==> config.mk <==
export PLATFORM = sky130hd
export DESIGN_NAME = twi_slave_gate
export DESIGN_NICKNAME = d
export VERILOG_FILES = /design/src/core/twi_slave_gate.v /design/src/core/twi_sync2.v
export VERILOG_INCLUDE_DIRS = /design/src /design/src/core
export SDC_FILE = /design/constraint.sdc
export NUM_CORES = 1
export LEC_CHECK = 0
export BUFFER_PORTS_ARGS = -buffer_cell sky130_fd_sc_hd__buf_2
export CORE_ASPECT_RATIO = 1.1
export CORE_MARGIN = 2
export CORE_UTILIZATION = 45
export CTS_CLUSTER_DIAMETER = 150
export DETAILED_ROUTE_END_ITERATION = 12
export SYNTH_ARGS = -nofsm -noshare
export SYNTH_HDL_FRONTEND = slang
export SYNTH_SLANG_ARGS = --single-unit
==> constraint.sdc <==
create_clock -name clk_sys_i -period 3.6 [get_ports clk_sys_i]
set_input_delay 0.54 -clock clk_sys_i [delete_from_list [all_inputs] [get_ports clk_sys_i]]
set_output_delay 0.54 -clock clk_sys_i [all_outputs]
set_load 0.02 [all_outputs]
==> src/core/twi_gate_defs.vh <==
// Constants for the gated two-wire slave front end.
// Assumes a 50 MHz system clock; included by bare name.
`ifndef TWI_GATE_DEFS_VH
`define TWI_GATE_DEFS_VH
`define CLK_HZ 50000000
`define STARTUP_MS 60
`define WAKE_MS 50
`define STARTUP_CYC ((`CLK_HZ / 1000) * `STARTUP_MS)
`define WAKE_CYC ((`CLK_HZ / 1000) * `WAKE_MS)
`define PENALTY_FACTOR 4
`define CNT_W 32
`define SLAVE_ADDR_RST 7'h64
`define BIT_CNT_RST 4'h0
`define SHIFT_RST 8'h00
`endif

==> src/core/twi_slave_gate.v <==
// Gated two-wire slave front end: readiness timers, sleep gating, byte engine.
// Assumes open-drain pins resolved outside; pins sampled on clk_sys_i.
`timescale 1ns/1ns
`default_nettype none
`include "twi_gate_defs.vh"
module twi_slave_gate
#(
	parameter STARTUP_CYC = `STARTUP_CYC,
	parameter WAKE_CYC = `WAKE_CYC
)
(
	input wire clk_sys_i,
	input wire rst_n_i,
	input wire sleep_request_i,
	input wire penalty_pending_i,
	input wire [6:0] slave_addr_i,
	input wire scl_i,
	output wire scl_o,
	output wire scl_oe_n_o,
	input wire sda_i,
	output wire sda_o,
	output wire sda_oe_n_o,
	input wire [7:0] tx_data_i,
	output reg [7:0] rx_data_o,
	output reg rx_valid_o,
	output reg rx_first_o,
	output reg tx_req_o,
	output reg rd_mode_o,
	output reg stop_o,
	output wire ready_o,
	output wire asleep_o
);
	localparam [2:0] ST_WAIT = 3'b001;
	localparam [2:0] ST_READY = 3'b010;
	localparam [2:0] ST_SLEEP = 3'b100;
	localparam [4:0] B_IDLE = 5'b00001;
	localparam [4:0] B_SHIFT = 5'b00010;
	localparam [4:0] B_ACK = 5'b00100;
	localparam [4:0] B_SEND = 5'b01000;
	localparam [4:0] B_MACK = 5'b10000;
	localparam [`CNT_W-1:0] START_LEN = STARTUP_CYC;
	localparam [`CNT_W-1:0] WAKE_LEN = WAKE_CYC;
	localparam [`CNT_W-1:0] PEN_LEN = STARTUP_CYC * `PENALTY_FACTOR;

	wire scl_s;
	wire sda_s;
	wire slp_s;
	wire pen_s;
	reg scl_d_r;
	reg sda_d_r;
	reg [2:0] pw_state_r;
	reg [2:0] pw_state_nxt;
	reg [`CNT_W-1:0] wait_cnt_r;
	reg [`CNT_W-1:0] wait_cnt_nxt;
	reg first_wait_r;
	reg [4:0] b_state_r;
	reg [3:0] bit_cnt_r;
	reg [7:0] shift_r;
	reg addr_phase_r;
	reg sda_low_r;

	// Pins and the sleep and penalty inputs cross into the system clock with two flops each; slave_addr_i is used directly
	twi_sync2 #(.RST_VAL(1'b1)) u_sync_scl (.clk_sys_i(clk_sys_i), .rst_n_i(rst_n_i),
		.async_i(scl_i), .sync_o(scl_s));
	twi_sync2 #(.RST_VAL(1'b1)) u_sync_sda (.clk_sys_i(clk_sys_i), .rst_n_i(rst_n_i),
		.async_i(sda_i), .sync_o(sda_s));
	// Sleep and penalty idle low; a high reset level would fake a request
	twi_sync2 #(.RST_VAL(1'b0)) u_sync_slp (.clk_sys_i(clk_sys_i), .rst_n_i(rst_n_i),
		.async_i(sleep_request_i), .sync_o(slp_s));
	twi_sync2 #(.RST_VAL(1'b0)) u_sync_pen (.clk_sys_i(clk_sys_i), .rst_n_i(rst_n_i),
		.async_i(penalty_pending_i), .sync_o(pen_s));

	wire bus_on = (pw_state_r == ST_READY);
	wire scl_rise = bus_on & scl_s & ~scl_d_r;
	wire scl_fall = bus_on & ~scl_s & scl_d_r;
	wire start_ev = bus_on & scl_s & scl_d_r & sda_d_r & ~sda_s;
	wire stop_ev = bus_on & scl_s & scl_d_r & ~sda_d_r & sda_s;

	assign ready_o = bus_on;
	assign asleep_o = (pw_state_r == ST_SLEEP);
	// Clock line is input only; the master owns all clocking
	assign scl_o = 1'b1;
	assign scl_oe_n_o = 1'b1;
	// Open drain: drive low only when pulling, released otherwise
	assign sda_o = 1'b0;
	assign sda_oe_n_o = ~(sda_low_r & bus_on);

	// Readiness sequencer: start-up wait, sleep, wake-up wait
	always @*
	begin
		pw_state_nxt = pw_state_r;
		wait_cnt_nxt = wait_cnt_r;
		case (pw_state_r)
			ST_WAIT:
			begin
				if (slp_s)
					pw_state_nxt = ST_SLEEP;
				else if (wait_cnt_r == {`CNT_W{1'b0}})
					pw_state_nxt = ST_READY;
				else
					wait_cnt_nxt = wait_cnt_r - 1'b1;
			end
			ST_READY:
			begin
				// Bus traffic answered here until sleep is requested
				if (slp_s)
					pw_state_nxt = ST_SLEEP;
			end
			ST_SLEEP:
			begin
				if (!slp_s)
				begin
					// Wake timer starts at the falling edge of the request
					pw_state_nxt = ST_WAIT;
					wait_cnt_nxt = WAKE_LEN - 1'b1;
				end
			end
			default:
			begin
				pw_state_nxt = ST_WAIT;
				wait_cnt_nxt = START_LEN - 1'b1;
			end
		endcase
	end

	// Sequencer flops; clear works in every state, asleep or not
	always @(posedge clk_sys_i or negedge rst_n_i)
	begin
		if (!rst_n_i)
		begin
			pw_state_r <= ST_WAIT;
			wait_cnt_r <= START_LEN - 1'b1;
			first_wait_r <= 1'b1;
		end
		else
		begin
			pw_state_r <= pw_state_nxt;
			// Penalty seen through the synchroniser reloads the start-up wait once
			if (first_wait_r && pen_s && pw_state_r == ST_WAIT)
				wait_cnt_r <= PEN_LEN - 1'b1;
			else
				wait_cnt_r <= wait_cnt_nxt;
			// Window closes on the reload or when the start-up wait is left
			first_wait_r <= first_wait_r & ~pen_s & (pw_state_r == ST_WAIT);
		end
	end

	// Byte engine: start, address, ack, data in both directions
	always @(posedge clk_sys_i or negedge rst_n_i)
	begin
		if (!rst_n_i)
		begin
			scl_d_r <= 1'b1;
			sda_d_r <= 1'b1;
			b_state_r <= B_IDLE;
			bit_cnt_r <= `BIT_CNT_RST;
			shift_r <= `SHIFT_RST;
			addr_phase_r <= 1'b0;
			sda_low_r <= 1'b0;
			rx_data_o <= 8'h00;
			rx_valid_o <= 1'b0;
			rx_first_o <= 1'b0;
			tx_req_o <= 1'b0;
			rd_mode_o <= 1'b0;
			stop_o <= 1'b0;
		end
		else
		begin
			scl_d_r <= scl_s;
			sda_d_r <= sda_s;
			rx_valid_o <= 1'b0;
			tx_req_o <= 1'b0;
			stop_o <= 1'b0;
			if (!bus_on)
			begin
				// Waiting or asleep: forget any transfer, drive nothing
				b_state_r <= B_IDLE;
				sda_low_r <= 1'b0;
				rx_first_o <= 1'b0;
				bit_cnt_r <= `BIT_CNT_RST;
			end
			else if (start_ev)
			begin
				// Start or repeated start from the master
				b_state_r <= B_SHIFT;
				bit_cnt_r <= `BIT_CNT_RST;
				addr_phase_r <= 1'b1;
				sda_low_r <= 1'b0;
				rx_first_o <= 1'b0;
			end
			else if (stop_ev)
			begin
				b_state_r <= B_IDLE;
				sda_low_r <= 1'b0;
				rx_first_o <= 1'b0;
				stop_o <= 1'b1;
			end
			else
			begin
				case (b_state_r)
					B_SHIFT:
					begin
						if (scl_rise)
						begin
							shift_r <= {shift_r[6:0], sda_s};
							bit_cnt_r <= bit_cnt_r + 4'h1;
						end
						else if (scl_fall && bit_cnt_r == 4'h8)
						begin
							bit_cnt_r <= `BIT_CNT_RST;
							if (addr_phase_r)
							begin
								addr_phase_r <= 1'b0;
								// Own address only; others left unanswered
								if (shift_r[7:1] == slave_addr_i)
								begin
									sda_low_r <= 1'b1;
									rd_mode_o <= shift_r[0];
									rx_first_o <= 1'b1;
									b_state_r <= B_ACK;
									tx_req_o <= shift_r[0];
								end
								else
									b_state_r <= B_IDLE;
							end
							else
							begin
								sda_low_r <= 1'b1;
								rx_data_o <= shift_r;
								rx_valid_o <= 1'b1;
								b_state_r <= B_ACK;
							end
						end
					end
					B_ACK:
					begin
						// Ack bit ends at the next falling clock edge
						if (scl_fall)
						begin
							if (rx_valid_o == 1'b0 && rd_mode_o)
							begin
								shift_r <= {tx_data_i[6:0], 1'b0};
								sda_low_r <= ~tx_data_i[7];
								bit_cnt_r <= 4'h1;
								b_state_r <= B_SEND;
							end
							else
							begin
								sda_low_r <= 1'b0;
								b_state_r <= B_SHIFT;
							end
							rx_first_o <= 1'b0;
						end
					end
					B_SEND:
					begin
						if (scl_fall)
						begin
							if (bit_cnt_r == 4'h8)
							begin
								sda_low_r <= 1'b0;
								b_state_r <= B_MACK;
							end
							else
							begin
								sda_low_r <= ~shift_r[7];
								shift_r <= {shift_r[6:0], 1'b0};
								bit_cnt_r <= bit_cnt_r + 4'h1;
							end
						end
					end
					B_MACK:
					begin
						// Master ack continues the read; nack releases the bus
						if (scl_rise)
						begin
							if (sda_s)
								b_state_r <= B_IDLE;
							else
								tx_req_o <= 1'b1;
						end
						else if (scl_fall)
						begin
							shift_r <= {tx_data_i[6:0], 1'b0};
							sda_low_r <= ~tx_data_i[7];
							bit_cnt_r <= 4'h1;
							b_state_r <= B_SEND;
						end
					end
					default:
						sda_low_r <= 1'b0;
				endcase
			end
		end
	end
endmodule
`default_nettype wire

==> src/core/twi_sync2.v <==
// Two-flop synchroniser for one level from outside the system clock domain.
// Assumes the input may change at any time relative to clk_sys_i.
`timescale 1ns/1ns
`default_nettype none
module twi_sync2
#(
	parameter [0:0] RST_VAL = 1'b1
)
(
	input wire clk_sys_i,
	input wire rst_n_i,
	input wire async_i,
	output wire sync_o
);
	reg meta_r;
	reg sync_r;
	// First flop feeds only the second; reset level is the pin's idle level,
	// so no false edge or false request follows a clear
	always @(posedge clk_sys_i or negedge rst_n_i)
	begin
		if (!rst_n_i)
		begin
			meta_r <= RST_VAL;
			sync_r <= RST_VAL;
		end
		else
		begin
			meta_r <= async_i;
			sync_r <= meta_r;
		end
	end
	assign sync_o = sync_r;
endmodule
`default_nettype wire

* Yosys cells after proc, flatten, opt, wreduce, memory -nomap -nowiden
Cells that the tools add are included.
** Storage, ports and cells
- Bits in registers :: 78
** Operators by class
- Equality and inequality tests :: 48
- Multiplexer cells :: 92
- Add/sub/neg operators :: 2
- Bitwise logic cells :: 25
- Reductions and logical operators :: 18
** Operators with widths (number)
- two-way mux 32 bit :: 4
- one-hot mux 32 bit (3 select lines) :: 1
- two-way mux 5 bit :: 12
- two-way mux 8 bit :: 7
- inequality test 5 bit (second input constant) :: 10
- two-way mux 4 bit :: 12
- two-way mux 1 bit :: 44
- logical NOT 32 bit :: 1
- one-hot mux 8 bit (4 select lines) :: 1
- subtractor 32 x 1 -> 32 bit (second input constant) :: 1
- inequality test 4 bit (second input constant) :: 6
- one-hot mux 5 bit (4 select lines) :: 1
- inequality test 2 bit (second input constant) :: 9
- one-hot mux 4 bit (4 select lines) :: 1
- AND reduction 8 bit :: 2
- two-way mux 3 bit :: 5
- AND reduction 7 bit :: 2
- NOT 1 bit :: 13
- AND 1 bit :: 12
- inequality test 6 bit (second input constant) :: 2
- AND reduction 11 bit :: 1
- inequality test 3 bit (second input constant) :: 3
- one-hot mux 3 bit (3 select lines) :: 1
- AND reduction 9 bit :: 1
- 25 further kinds :: 33

* Depth between registers and ports, before layout
- Depth in word-level cells :: 10
- Gate-level depth with buffers :: 12
- Gate-level depth less buffers :: 8

* Cells and area by module
From an unflattened synthesis, not the netlist that was laid out.
** Unflattened totals
- Cells, all modules :: 476
- Area total of the unflattened synthesis :: 4640.7 µm²
** By module, submodules not included
- twi_slave_gate :: cells each 468, area an instance 4435.5 µm², instances 1
- twi_sync2 at u_sync_scl ... :: cells each 2, area an instance 52.6 µm², instances 2
- twi_sync2 at u_sync_pen ... :: cells each 2, area an instance 50.0 µm², instances 2

* Worst setup path after synthesis
No wires, ideal clock.
- Kind :: flip-flop to flip-flop
- Start :: register b_state_r[3]
- End :: register rx_data_o[0]
- Path buffers :: 1
- Setup slack :: 1.317 ns
- Cell stages (with the launch flop) :: 7
- Period minus slack after synthesis :: 2.283 ns
- Arrival :: 2.158 ns
- Cells stage by stage :: dfrtp_1 > buf_2 > or4b_4 > nor2_1 > nand4_1 > nor3_4 > mux2_2
** On the way
- Cells in the longest elaborated chain, start to end :: 2
** RTL lines
- from (decl) :: RTL line twi_slave_gate.v:56 : reg [4:0] b_state_r;
- from (signal assigned) :: RTL line twi_slave_gate.v:155 : b_state_r <= B_IDLE;
- from (signal assigned) :: RTL line twi_slave_gate.v:177 : b_state_r <= B_IDLE;
- from (signal assigned) :: RTL line twi_slave_gate.v:185 : b_state_r <= B_SHIFT;
- equality test 5 x 2 -> 1 bit :: RTL line twi_slave_gate.v:200 : case (b_state_r)
- AND reduction 7 bit (no source line)
- to (signal assigned) :: RTL line twi_slave_gate.v:229 : rx_data_o <= shift_r;
- to (decl) :: RTL line twi_slave_gate.v:24 : output reg [7:0] rx_data_o,
Every way passes these cells.
A chain may end at the register's enable or synchronous reset.

* Worst setup path after layout
- Start :: register wait_cnt_r[20]
- End :: register wait_cnt_r[0]
** On the way
- Cells in the longest elaborated chain, start to end :: 3
** RTL lines
- from (decl) :: RTL line twi_slave_gate.v:53 : reg [`CNT_W-1:0] wait_cnt_r;
- from (signal assigned) :: RTL line twi_slave_gate.v:132 : wait_cnt_r <= START_LEN - 1'b1;
- from (signal assigned) :: RTL line twi_slave_gate.v:140 : wait_cnt_r <= PEN_LEN - 1'b1;
- from (signal assigned) :: RTL line twi_slave_gate.v:142 : wait_cnt_r <= wait_cnt_nxt;
- logical NOT 32 bit :: RTL line twi_slave_gate.v:98 : else if (wait_cnt_r == {`CNT_W{1'b0}})
- inequality test 3 x 2 -> 1 bit (no source line)
- AND reduction 4 bit (no source line)
Every way passes these cells.

==> impl_metrics.yaml <==
outcome:
  status: "completed"
clock_network:
  htreeDepth: 3
  cts-resized-gates: 0
  clockBufferDepth: 2
  cts.sink_count: 78
  numCtsBuffers: 9
  holdBufCountCts: 0
  clk_pin_slew_worst_paths_ns: 0.09
  cts_tree: "built"
  root_buffer: "clkbuf_8"
  post_cts.repair.setup_buffers: 0
  clock_latency_ns: 0.36
final_layout:
  area_growth_pct: 11.3
  final_nets: 521
  fin_util_pct: 51.8
  drive_gt1_share_pct: 21.4
  fillCellCount: 872
  fin_cells: 618
  n_antenna_cell: 0
timing:
  tightestPinTransition_ns: 0.972
  period_needed_ns: 2.88
  maxSlewHeadroom_pct: 35.2
  setup_viol: 0
  finalHoldViolCount: 0
  slew_viol_final: 0
  finalCritPeriodShare_pct: 80.0
  setup_tns_ns: 0
  fmax_ghz: 0.347
  skew_ns: 0.0117
  rsz0062_at_grt: "false"
power:
  power_frac_seq_pct: 46.4
  p_comb_share_pct: 17.8
  total_power_mw: 2.28
  leakagePower_nw: 2.08
  intPower_mw: 1.60
  power_density_nw_per_um2: 466
  clkPwrFrac_pct: 35.8
  ir_drop_mv: 0.257
  swShare_pct: 29.7
  p_sw_mw: 0.678
setup_path:
  critPathLaunchType: "flip-flop"
  worstPathRequired_ns: 3.89
  path_buf_inv: 1
  crit_top_cell: "nor3_1"
  crit_fanout: 26
  critPathArrivalTime_ns: 3.17
  critPathCaptureType: "flip-flop"
  worst_path_max_delay_cell: "a21o_1"
  path_cells: "nor3_1, nand3b_1, nor4_4, a21o_1, buf_4, nor3_1, a21oi_1"
  crit_family: "simple AND/OR/NAND/NOR gates"
  slowest_delay_ns: 0.71
  worstSetupPathType: "flip-flop to flip-flop"
yosys:
  ys.flop_type: "dfrtp_1"
  yosysUniqueCellTypes: 70
  syn_inst: 465
  ys_seq_elements: 78
  avgSynthCellArea_um2: 9.46
  syn_area_um2: 4400
  seq_area_frac_synth_pct: 45.1
  synth_edf_count: 0
  ys_warn_count: 0
  async_flop_share_pct: 100
drt:
  first_iter_violations: 167
  vias: 3660
  dr.pass1.iters: 5
  drc_errors: 0
  wl_per_cell_um: 16.7
  drt-vias-per-instance: 5.92
  final_antenna_net_count: 0
  routed_wl_um: 10300
global_route:
  grt_pass1_vias: 3595
  grt_max_degree: 79
  antenna_found_initial: 0
  grt_first_pass_wirelength_um: 17500
  grt_overflow: 0
  gr-usage-all-layers_pct: 20.7
floorplanning:
  rows: 37
  coreArea_um2: 9440
  num_io_pins: 40
  die_x_um: 98.3
  dieArea_um2: 10600
  initial_core_util_pct: 46.6
  die_y_um: 108
place:
  portBuffers: 36
  dp.cells: 602
  dp_hpwl_um: 7340
  gp_congestion: 0.867
worst_hold_path:
  hp-class: "input port to flip-flop"
job:
  cap_viol_max_count: 0
cells by family (layout without fill, tap and decap cells):
logic type                 count (synthesis)  in the layout  synth area share, %
and+or+nand+nor                          201            201                 24.8
AOI/OAI and AO/OA                        105            105                 16.5
DFF                                       78             78                 45.1
buffers and inverters                     39             74                 4.24
muxes                                     19             19                 4.78
xor gates and xnor gates                  17             17                 3.38
adders and majority gates                  4              4                 1.14
other                                      2              3                0.171
cell type report:
| class | count | area, um2 | share of cell area (%) |
|---|---|---|---|
| Sequential cell | 78 | 1980 | 40.5 |
| Clock inverter | 5 | 106 | 2.17 |
| Timing Repair Buffer | 41 | 220 | 4.50 |
| Tap cell | 117 | 146 | 2.99 |
| Multi-Input combinational cell | 349 | 2230 | 45.7 |
| Clock buffer | 11 | 141 | 2.89 |
| Inverter | 17 | 63.8 | 1.30 |
registers in the layout, summed over array words and instances (netlist names), 3 cells and up:
name / cells
b_state_r: 5
bit_cnt_r: 4
wait_cnt_r: 32
shift_r: 8
pw_state_r: 3
rx_data_o: 8
cells in the mapped netlist, types with 3 or more instances:
| library cell | number | area share [%] |
|---|---|---|
| dfstp_2 | 24 | 14 |
| nor2_1 | 46 | 3.9 |
| a211oi_1 | 6 | 1.0 |
| xnor2_1 | 12 | 2.4 |
| nand2_1 | 52 | 4.4 |
| dfrtp_1 | 54 | 31 |
| and4_1 | 3 | 0.60 |
| inv_1 | 17 | 1.5 |
| ha_1 | 4 | 1.1 |
| nand4_1 | 7 | 1.0 |
| xor2_1 | 5 | 1.0 |
| nand4b_1 | 4 | 0.80 |
| a31oi_1 | 12 | 1.7 |
| o41ai_1 | 3 | 0.60 |
| or3_1 | 7 | 1.0 |
| nand3_1 | 12 | 1.4 |
| o31ai_1 | 4 | 0.68 |
| mux2i_1 | 9 | 2.0 |
| a21oi_1 | 15 | 1.7 |
| o22a_1 | 5 | 1.0 |
| buf_4 | 6 | 1.0 |
| o2bb2ai_1 | 3 | 0.60 |
| nor2b_1 | 3 | 0.43 |
| nor4_1 | 13 | 1.8 |
| o22ai_1 | 4 | 0.57 |
| or4_1 | 5 | 0.85 |
| buf_2 | 8 | 0.91 |
| nor3_1 | 15 | 1.7 |
| or2_2 | 3 | 0.43 |
| clkbuf_1 | 6 | 0.51 |
| mux2_2 | 8 | 2.0 |
| a22o_1 | 3 | 0.60 |
| o21ai_0 | 28 | 3.2 |
| nand3b_1 | 5 | 0.85 |
| nand2b_1 | 9 | 1.3 |
cells in the final DEF, fill, tap and decap left out, types with 4 or more instances in the layout:
| cell type | n |
|---|---|
| ha_1 | 4 |
| xnor2_1 | 12 |
| mux2i_1 | 9 |
| nand4b_1 | 4 |
| o21ai_0 | 28 |
| nand3b_1 | 5 |
| a21oi_1 | 15 |
| o22ai_1 | 4 |
| o31ai_1 | 4 |
| or3_1 | 7 |
| a211oi_1 | 6 |
| dfstp_2 | 24 |
| nand3_1 | 12 |
| a31oi_1 | 12 |
| nand4_1 | 7 |
| nor3_1 | 15 |
| mux2_2 | 8 |
| nor4_1 | 13 |
| clkbuf_8 | 10 |
| dfrtp_1 | 54 |
| nand2b_1 | 9 |
| nor2_1 | 46 |
| inv_1 | 17 |
| buf_4 | 6 |
| nand2_1 | 52 |
| or4_1 | 5 |
| buf_2 | 35 |
| xor2_1 | 5 |
| o22a_1 | 5 |
through the flow:
step	hold slack [ns]	setup slack (ns)	instance area, um2
2_1_floorplan	0.244	1.32	4400
3_3_place_gp	0.333	0.807	4650
3_5_place_dp	0.338	0.762	4650
4_1_cts	0.253	0.740	4890
5_1_grt	0.249	0.400	4890
6_report	0.274	0.720	4890
power by group through the flow:
stage / clock [mW] / combinational, mW / sequential [mW]
floorplan: 0 / 0.309 / 1.04
global placement: 0 / 0.398 / 1.07
detailed placement: 0 / 0.408 / 1.07
CTS: 0.838 / 0.409 / 1.06
global route: 0.876 / 0.457 / 1.07
finish: 0.817 / 0.406 / 1.06
path summary, 6_finish.rpt:
kind | startpoint | end | slack (ns) | cells after the start
max | wait_cnt_r[20] | wait_cnt_r[0] | 0.72 | 7
min | scl_i | u_sync_scl.meta_r | 0.27 | 1
max reg2reg | wait_cnt_r[20] | wait_cnt_r[0] | 0.72 | 7
min reg2reg | u_sync_sda.meta_r | u_sync_sda.sync_o | 0.36 | 0
max in group asynchronous | rst_n_i | shift_r[3] | 2.64 | 1
min in group asynchronous | rst_n_i | wait_cnt_r[11] | 0.34 | 1
routing by layer:
| layer | share of wire (%) | wire [um] | global-route usage, % |
|---|---|---|---|
| met1 | 43 | 4440 | 25.7 |
| met2 | 50 | 5160 | 34.9 |
| met3 | 4.6 | 474 | 4.29 |
| met4 | 2.5 | 255 | 9.00 |
| met5 | 0 | 0 | 0 |
Note: power is estimated with default switching activity, not from simulation.
